==> config.mk <==
export PLATFORM = sky130hd
export DESIGN_NAME = wfd_detector
export DESIGN_NICKNAME = d
export VERILOG_FILES = /design/src/wfd_pkg.sv /design/src/wfd_detector.sv /design/src/wfd_magic_match.sv
export SDC_FILE = /design/constraint.sdc
export NUM_CORES = 1
export LEC_CHECK = 0
export ABC_AREA = 1
export BUFFER_PORTS_ARGS = -buffer_cell sky130_fd_sc_hd__buf_2
export CAP_MARGIN = 15
export CORE_AREA = 2 2 270 272
export CTS_CLUSTER_DIAMETER = 150
export DETAILED_ROUTE_END_ITERATION = 7
export DIE_AREA = 0 0 272 274
export SLEW_MARGIN = 5
export SYNTH_ARGS = -nofsm -noshare
export SYNTH_HDL_FRONTEND = slang
export SYNTH_SLANG_ARGS = --single-unit
==> constraint.sdc <==
create_clock -name clk -period 2.57 [get_ports clk]
set_input_delay 0.514 -clock clk [delete_from_list [all_inputs] [get_ports clk]]
set_output_delay 0.514 -clock clk [all_outputs]
set_load 0.01 [all_outputs]
==> src/wfd_pkg.sv <==
// wfd_pkg: constants and helpers shared by the wake frame detector files.
// Assumes a byte-wide receive stream; pure definitions, no logic.
package wfd_pkg;

    // ========================================================
    // frame layout
    localparam int SYNC_BYTES = 6;
    localparam logic [7:0] SYNC_VALUE = 8'hFF;
    localparam int ADDR_BYTES = 6;
    localparam int ADDR_REPS = 16;
    localparam int PASS_BYTES = 6;
    localparam int PATTERN_BYTES = 64;
    localparam logic [47:0] BCAST_ADDR = 48'hFFFF_FFFF_FFFF;

    // ========================================================
    // counter limits at counter width
    localparam logic [2:0] SYNC_FULL = 3'(SYNC_BYTES);
    localparam logic [2:0] ADDR_LAST = 3'(ADDR_BYTES - 1);
    localparam logic [4:0] REPS_LAST = 5'(ADDR_REPS - 1);
    localparam logic [2:0] PASS_LAST = 3'(PASS_BYTES - 1);
    localparam logic [6:0] POS_DA_END = 7'(ADDR_BYTES);
    localparam logic [6:0] POS_PAT_END = 7'(PATTERN_BYTES);

    // ========================================================
    // status bit positions and notification
    localparam int ST_MAGIC = 0;
    localparam int ST_MAGIC_PW = 1;
    localparam int ST_PATTERN = 2;
    localparam int ST_BITS = 3;
    localparam int GPIO_PINS = 4;
    localparam int GPIO_SEL_W = 2;
    // pulse width on the gpio, in clock cycles of 100 ns
    localparam int PULSE_NS = 800;
    localparam int CLK_NS = 100;
    localparam logic [3:0] PULSE_CYCLES = 4'(PULSE_NS / CLK_NS);

    // byte idx of a 48-bit address, first byte on the wire at the top
    function automatic logic [7:0] wfd_addr_byte(input logic [47:0] a,
                                                 input logic [2:0] idx);
        logic [5:0] sh;
        sh = 6'(40 - 8 * int'(idx));
        return 8'(a >> sh);
    endfunction

endpackage : wfd_pkg

==> src/wfd_detector.sv <==
// wfd_detector: receive-side wake frame detector, top level.
// Assumes a byte stream from the receive path of any line speed, with a
// start pulse before each frame and an end pulse carrying the CRC result.
//
// What this block does
// RULE1 - wake notified by status, gpio, or flag
// RULE2 - detects magic, magic with password, pattern
// RULE3 - gpio pulse or level; else interrupt flag (here the flag has its own irq_enable and can fire together with the gpio)
// RULE4 - bad CRC frames never cause a wake
// RULE5 - works at every line speed
// RULE6 - pattern match over 64 programmable bytes
// RULE7 - magic search only on frames for us
// RULE8 - destination own or broadcast, CRC good
// RULE9 - sixteen unbroken repeats of station address
// RULE10 - password bytes must directly follow repeats
// RULE11 - sequence anywhere after a sync stream
// RULE12 - sync stream is six bytes of ones
// RULE13 - config inputs, status and interrupt outputs
// RULE14 - password six bytes from programmable storage
// RULE15 - broken match restarts search at current byte
`timescale 1ns/10ps
`default_nettype none
module wfd_detector
    import wfd_pkg::*;
(
    input wire logic clk,
    input wire logic reset,
    // receive byte stream
    input wire logic rx_sof,
    input wire logic rx_valid,
    input wire logic [7:0] rx_data,
    input wire logic rx_eof,
    input wire logic rx_crc_ok,
    // wake receive config
    input wire logic magic_enable,
    input wire logic password_enable,
    input wire logic pattern_enable,
    input wire logic [47:0] station_addr,
    input wire logic [47:0] password,
    input wire logic [8*PATTERN_BYTES-1:0] pattern,
    input wire logic [PATTERN_BYTES-1:0] pattern_mask,
    input wire logic gpio_enable,
    input wire logic gpio_pulse_mode,
    input wire logic [GPIO_SEL_W-1:0] gpio_select,
    input wire logic irq_enable,
    // clears from the controller
    input wire logic status_clear,
    input wire logic irq_clear,
    // notification
    output logic [ST_BITS-1:0] wake_receive_status,
    output logic wake_irq,
    output logic [GPIO_PINS-1:0] wake_gpio
);

    logic in_frame;
    logic [6:0] pos;
    logic da_own;
    logic da_bcast;
    logic pattern_ok;
    logic magic_found;
    logic [7:0] pat_byte;
    logic frame_end;
    logic magic_hit;
    logic pattern_hit;
    logic [ST_BITS-1:0] wake_set;
    logic wake_any;
    logic [3:0] pulse_cnt;
    logic gpio_active;

    // ========================================================
    // magic sequence search; byte strobes make it speed neutral
    wfd_magic_match u_magic (
        .clk(clk),
        .reset(reset),
        .frame_start(rx_sof),
        .byte_valid(rx_valid && in_frame), // [RULE5]
        .byte_data(rx_data),
        .station_addr(station_addr),
        .password(password),
        .password_enable(password_enable),
        .found(magic_found)
    );

    // ========================================================
    // frame tracking; byte position saturates past the pattern
    always_ff @(posedge clk or posedge reset) begin
        if (reset) begin
            in_frame <= 1'b0;
            pos <= 7'h00;
        end else if (rx_sof) begin
            in_frame <= 1'b1;
            pos <= 7'h00;
        end else if (rx_eof) begin
            in_frame <= 1'b0;
        end else if (rx_valid && in_frame && pos != POS_PAT_END) begin
            pos <= pos + 7'h01;
        end
    end

    // ========================================================
    // destination address check over the first six bytes
    always_ff @(posedge clk or posedge reset) begin
        if (reset) begin
            da_own <= 1'b0;
            da_bcast <= 1'b0;
        end else if (rx_sof) begin
            da_own <= 1'b1;
            da_bcast <= 1'b1;
        end else if (rx_valid && in_frame && pos < POS_DA_END) begin
            if (rx_data != wfd_addr_byte(station_addr, pos[2:0])) begin
                da_own <= 1'b0; // [RULE8]
            end
            if (rx_data != wfd_addr_byte(BCAST_ADDR, pos[2:0])) begin
                da_bcast <= 1'b0; // [RULE8]
            end
        end
    end

    // ========================================================
    // custom pattern compare; masked-off bytes are don't care
    assign pat_byte = pattern[8 * int'(pos[5:0]) +: 8];

    always_ff @(posedge clk or posedge reset) begin
        if (reset) begin
            pattern_ok <= 1'b0;
        end else if (rx_sof) begin
            pattern_ok <= 1'b1;
        end else if (rx_valid && in_frame && pos < POS_PAT_END) begin
            if (pattern_mask[pos[5:0]] && rx_data != pat_byte) begin
                pattern_ok <= 1'b0; // [RULE6]
            end
        end
    end

    // ========================================================
    // end-of-frame qualification; the CRC gate covers every type
    assign frame_end = rx_eof && in_frame && rx_crc_ok; // [RULE4]
    // the magic verdict only counts on frames addressed to us
    assign magic_hit = magic_enable && magic_found
        && (da_own || da_bcast); // [RULE7] [RULE8]
    // a short frame cannot have matched all 64 bytes
    assign pattern_hit = pattern_enable && pattern_ok
        && pos == POS_PAT_END; // [RULE6]

    always_comb begin
        wake_set = '0;
        if (frame_end) begin
            wake_set[ST_MAGIC] = magic_hit && !password_enable; // [RULE2]
            wake_set[ST_MAGIC_PW] = magic_hit && password_enable; // [RULE2]
            wake_set[ST_PATTERN] = pattern_hit; // [RULE2]
        end
    end

    assign wake_any = |wake_set;

    // ========================================================
    // sticky status; a new wake beats a clear in the same cycle
    always_ff @(posedge clk or posedge reset) begin
        if (reset) begin
            wake_receive_status <= '0;
        end else begin
            wake_receive_status <= wake_set
                | (status_clear ? '0 : wake_receive_status); // [RULE13]
        end
    end

    // ========================================================
    // interrupt flag; set wins over clear
    always_ff @(posedge clk or posedge reset) begin
        if (reset) begin
            wake_irq <= 1'b0;
        end else if (wake_any && irq_enable) begin
            wake_irq <= 1'b1; // [RULE1] [RULE3]
        end else if (irq_clear) begin
            wake_irq <= 1'b0;
        end
    end

    // ========================================================
    // gpio event: fixed-width pulse, or a level held until status clear
    always_ff @(posedge clk or posedge reset) begin
        if (reset) begin
            pulse_cnt <= 4'h0;
            gpio_active <= 1'b0;
        end else if (wake_any && gpio_enable) begin
            pulse_cnt <= PULSE_CYCLES; // [RULE3]
            gpio_active <= 1'b1; // [RULE1]
        end else if (gpio_pulse_mode) begin
            if (pulse_cnt == 4'h1) begin
                gpio_active <= 1'b0; // [RULE3]
            end
            if (pulse_cnt != 4'h0) begin
                pulse_cnt <= pulse_cnt - 4'h1;
            end
        end else if (status_clear) begin
            gpio_active <= 1'b0; // [RULE3]
            pulse_cnt <= 4'h0;
        end
    end

    // route the event to the chosen pin only; others stay low
    always_ff @(posedge clk or posedge reset) begin
        if (reset) begin
            wake_gpio <= '0;
        end else begin
            wake_gpio <= '0;
            wake_gpio[gpio_select] <= gpio_active; // [RULE3]
        end
    end

endmodule // wfd_detector
`default_nettype wire

==> src/wfd_magic_match.sv <==
// wfd_magic_match: scans one frame's bytes for the sync stream, the 16
// address repeats and the optional password. Assumes frame_start is a
// pulse in its own cycle before the first byte of every frame.
`timescale 1ns/10ps
`default_nettype none
module wfd_magic_match
    import wfd_pkg::*;
(
    input wire logic clk,
    input wire logic reset,
    input wire logic frame_start,
    input wire logic byte_valid,
    input wire logic [7:0] byte_data,
    input wire logic [47:0] station_addr,
    input wire logic [47:0] password,
    input wire logic password_enable,
    output logic found
);

    typedef enum {WFD_SYNC, WFD_ADDR, WFD_PASS} wfd_state_t;

    wfd_state_t state;
    logic [2:0] sync_cnt;
    logic [2:0] byte_idx;
    logic [4:0] rep_cnt;
    logic is_sync;
    logic addr_hit;
    logic pass_hit;

    // ========================================================
    // byte compares
    assign is_sync = (byte_data == SYNC_VALUE);
    assign addr_hit = (byte_data == wfd_addr_byte(station_addr, byte_idx));
    assign pass_hit = (byte_data == wfd_addr_byte(password, byte_idx));

    // ========================================================
    // sequence search; a break restarts at the current byte
    always_ff @(posedge clk or posedge reset) begin
        if (reset) begin
            state <= WFD_SYNC;
            sync_cnt <= 3'h0;
            byte_idx <= 3'h0;
            rep_cnt <= 5'h00;
            found <= 1'b0;
        end else if (frame_start) begin
            state <= WFD_SYNC;
            sync_cnt <= 3'h0;
            byte_idx <= 3'h0;
            rep_cnt <= 5'h00;
            found <= 1'b0;
        end else if (byte_valid && !found) begin
            case (state)
                WFD_SYNC: begin
                    if (sync_cnt == SYNC_FULL && addr_hit) begin
                        state <= WFD_ADDR; // [RULE11]
                        byte_idx <= 3'h1;
                        rep_cnt <= 5'h00;
                    end else if (is_sync) begin
                        // extra ones keep the stream armed
                        if (sync_cnt != SYNC_FULL) begin
                            sync_cnt <= sync_cnt + 3'h1; // [RULE12]
                        end
                    end else begin
                        sync_cnt <= 3'h0;
                    end
                end
                WFD_ADDR: begin
                    if (!addr_hit) begin
                        // idx back to the first byte, or the next try is skewed
                        state <= WFD_SYNC; // [RULE9] [RULE15]
                        sync_cnt <= is_sync ? 3'h1 : 3'h0;
                        byte_idx <= 3'h0;
                    end else if (byte_idx != ADDR_LAST) begin
                        byte_idx <= byte_idx + 3'h1;
                    end else begin
                        byte_idx <= 3'h0;
                        rep_cnt <= rep_cnt + 5'h01;
                        if (rep_cnt == REPS_LAST) begin
                            if (password_enable) begin
                                state <= WFD_PASS; // [RULE10]
                            end else begin
                                found <= 1'b1; // [RULE9]
                            end
                        end
                    end
                end
                WFD_PASS: begin
                    if (!pass_hit) begin
                        state <= WFD_SYNC; // [RULE10] [RULE15]
                        sync_cnt <= is_sync ? 3'h1 : 3'h0;
                        byte_idx <= 3'h0;
                    end else if (byte_idx == PASS_LAST) begin
                        found <= 1'b1; // [RULE14]
                    end else begin
                        byte_idx <= byte_idx + 3'h1;
                    end
                end
                default: begin
                    state <= WFD_SYNC;
                    sync_cnt <= 3'h0;
                end
            endcase
        end
    end

endmodule // wfd_magic_match
`default_nettype wire

==> summary.md <==
| Metric | Value |
|---|---|
| Async S/R FF share, synth | `100%` |
| Maximum vdd drop | `0.394 mV` |
| EDFF count, synth | `0` |
| Multi-input gate area | `8200 µm²` |
| FMAX | `390 MHz` |
| Starting DRT DRC Count | `841` |
| Gr usage total | `18.7%` |
| Post-synth top flop | `dfrtp_1` |
| Initial Util | `14.5%` |
| Post-synthesis net count | `2853` |
| Area Overhead vs Synth | `66.1%` |
| Status | `finished, final reports clean` |
| Sequential area share after synthesis | `9.14%` |
| Vias in the first global route | `16085` |
| Cts hold-fix bufs | `0` |
| Pins Over Slew Limit | `0` |
| Critical path startpoint category | `flip-flop` |
| Kind of critical path | `reg -> reg` |
| Placement Cell Area | `16100 µm²` |
| RR Endpoint | `pattern_ok` |
| Total of max-cap violations | `0` |
| Die H | `274 µm` |
| Min Tclk post-route | `2.56 ns` |
| Register area | `963 µm²` |
| Clk buf depth | `2` |
| Row count | `99` |
| Worst Tran Pin Value | `0.604 ns` |
| Post-DP HPWL | `62700 µm` |
| Clock sinks | `38` |
| Cell area after synthesis | `10400 µm²` |
| CTS tree | `yes` |
| Drt first pass iters | `5` |
| Top Ports | `704` |
| Clock root buffer | `clkbuf_16` |
| Global-route wire length before repair | `103000 µm` |
| Core area | `72000 µm²` |
| Crit Path Max Fanout | `9` |
| Die ar. | `74500 µm²` |
| Slew headroom | `59.3%` |
| Num CTS Buffers | `5` |
| Crit path required time | `2.80 ns` |
| Synth area leaders | `nand2_1 (26%), nor2_1 (12%), nand3_1 (11%)` |
| ANT nets after route | `0` |
| Clock Skews | `0.0138 ns` |
| Post-route DRC | `0` |
| Final hold violation count | `0` |
| WL per Instance | `19.3 µm` |
| Worst r2r path cells | `20` |
| Reg2reg setup slack | `0.008 ns` |
| Clock latency on the worst-skew pair | `0.29 ns` |
| Synth cell count leaders | `nand2_1 (717), nor2_1 (322), inv_1 (246)` |
| Largest net degree at the start of global routing | `66` |
| Yosys cell types | `43` |
| Area leader, netlist | `nand2_1` |
| Worst min-delay path class | `in -> async` |
| Worst Setup Slack, final | `0.00810 ns` |
| Worst R2R Start | `pos[0]` |
| Final Setup Violations | `0` |
| Port bufs | `703` |
| Final Cycle Share | `99.7%` |
| Final GP Congestion | `0.959` |
| Finished Cell Area | `17300 µm²` |
| Synth Instances | `2142` |
| Crit path DAT | `2.79 ns` |
| Hold_ws | `0.118 ns` |
| Layout cells sized above 1 | `36.3%` |
| Filler cells | `8352` |
| Final WL | `74700 µm` |
| # nets final | `3615` |
| Cell Pwr Density | `305 nW/µm²` |
| Ys Warns | `0` |
| Top cell type's share of synthesized area | `25.9%` |
| Initial antenna violation count | `28` |
| Syn_area_per_cell | `4.86 µm²` |
| Vias post-DR | `16738` |
| Global route overflow | `0` |
| Via density | `4.31` |
| Setup crit end kind | `flip-flop` |
| Most instantiated library cell after synthesis | `nand2_1` |
| Leakage power total | `9.63 nW` |
| Place WS | `-0.231 ns` |
| CTS H-tree depth | `2` |
| Synthesized flop and latch total | `38` |
| Die Wd | `272 µm` |
| Worst-path clk slew | `0.07 ns` |
| RSZ-0062 raised after global routing | `true` |
==> registers in the layout, summed over array words and instances, names as in the netlist <==
| signal | count |
|---|---|
| u_magic.state | 2 |
| in_frame | 1 |
| wake_irq | 1 |
| pattern_ok | 1 |
| da_bcast | 1 |
| gpio_active | 1 |
| wake_gpio | 4 |
| pos | 7 |
| u_magic.rep_cnt | 5 |
| u_magic.found | 1 |
| u_magic.sync_cnt | 3 |
| u_magic.byte_idx | 3 |
| da_own | 1 |
| pulse_cnt | 4 |
| wake_receive_status | 3 |
==> worst max path at each step <==
stage	from	to	slack [ns]	depth (start not counted)
finish	pos[0]	pattern_ok	0.008	20
detailed placement	pos[0]	pattern_ok	-0.23	20
CTS	pos[0]	pattern_ok	-0.02	22
global placement	pos[0]	pattern_ok	-0.25	20
floorplan	pos[1]	da_own	0.03	17
global route	pos[0]	pattern_ok	-0.18	21
==> timing repair <==
item	in CTS	in global routing
resized for setup	60	106
gates cloned	3	7
setup buffers	11	9
endpoints found under the setup margin	2	18
hold endpoints to repair	0	0
pin swaps	20	45
==> kinds of logic (layout without fill, tap and decap cells) <==
family                   after synthesis  after routing  synth area share (%)
flip-flops                            38             38                  9.14
AO/OA/AOI/OAI                        324            324                  17.5
adder cells (fa/ha/maj)               15             15                  1.80
XOR/XNOR                              26             26                  2.19
buffers and inverters                397           1160                  16.3
AND/OR/NAND/NOR                     1342           1342                  53.1
other                                  0             16                     0
==> layout by cell type, fill, tap and decap left out, types with 34 or more instances in the layout <==
cell type,instances
nand2_1,680
nand3_1,203
buf_4,131
nand2_2,35
dfrtp_1,34
o211ai_1,50
buf_12,37
nor2_1,308
inv_1,237
buf_2,703
o21ai_0,183
==> critical path, cell delays in order, from the launching register on <==
cell	delay, ns
dfrtp_4	0.57
buf_12	0.19
buf_16	0.16
buf_4	0.15
nor2_1	0.09
nor2_1	0.04
o21ai_0	0.13
nand2_1	0.10
nand2_1	0.06
nand2_1	0.07
inv_2	0.09
nand2_1	0.07
a21oi_2	0.15
nand3_1	0.08
nand2_1	0.07
nand2_1	0.07
nor2_2	0.15
nand2_2	0.09
nand2_2	0.06
nand2_1	0.04
nand2_1	0.05
==> per-layer routing <==
metal,track usage (%),vias up,part of all wire (%)
met5,0,-,0.12
met4,5.16,12,2.9
met3,2.21,105,5.5
met2,35.4,706,51
met1,22.0,7599,41
li1,-,8316,-
==> per-stage QoR <==
step | cells | TNS, ns | utilization (%) | power [mW]
finish | 3880 | 0 | 24.0 | 5.28
global route | 3874 | -0.537 | 24.0 | 5.72
CTS | 3849 | -0.0156 | 23.1 | 4.87
detailed placement | 3827 | -0.241 | 22.4 | 3.93
global placement | 3827 | -0.299 | 22.4 | 3.93
floorplan | 2142 | 0 | - | 2.48
==> power breakdown <==
part	switching, mW	total [mW]	internal [mW]
combinational	2.02	3.68	1.66
sequential	0.0962	0.763	0.667
clock	0.275	0.834	0.559
total	2.39	5.28	2.89
==> final cells by class <==
cell class | instances | share of cell area, %
clock buffer | 5 | 0.724
timing repair buffer | 894 | 32.8
tap | 959 | 6.95
inverter | 257 | 5.76
clock inverter | 3 | 0.398
antenna | 16 | 0.232
sequential | 38 | 5.58
timing repair inverter | 1 | 0.0507
multi-input combinational | 1707 | 47.5
(Power assumes the default switching activity.)
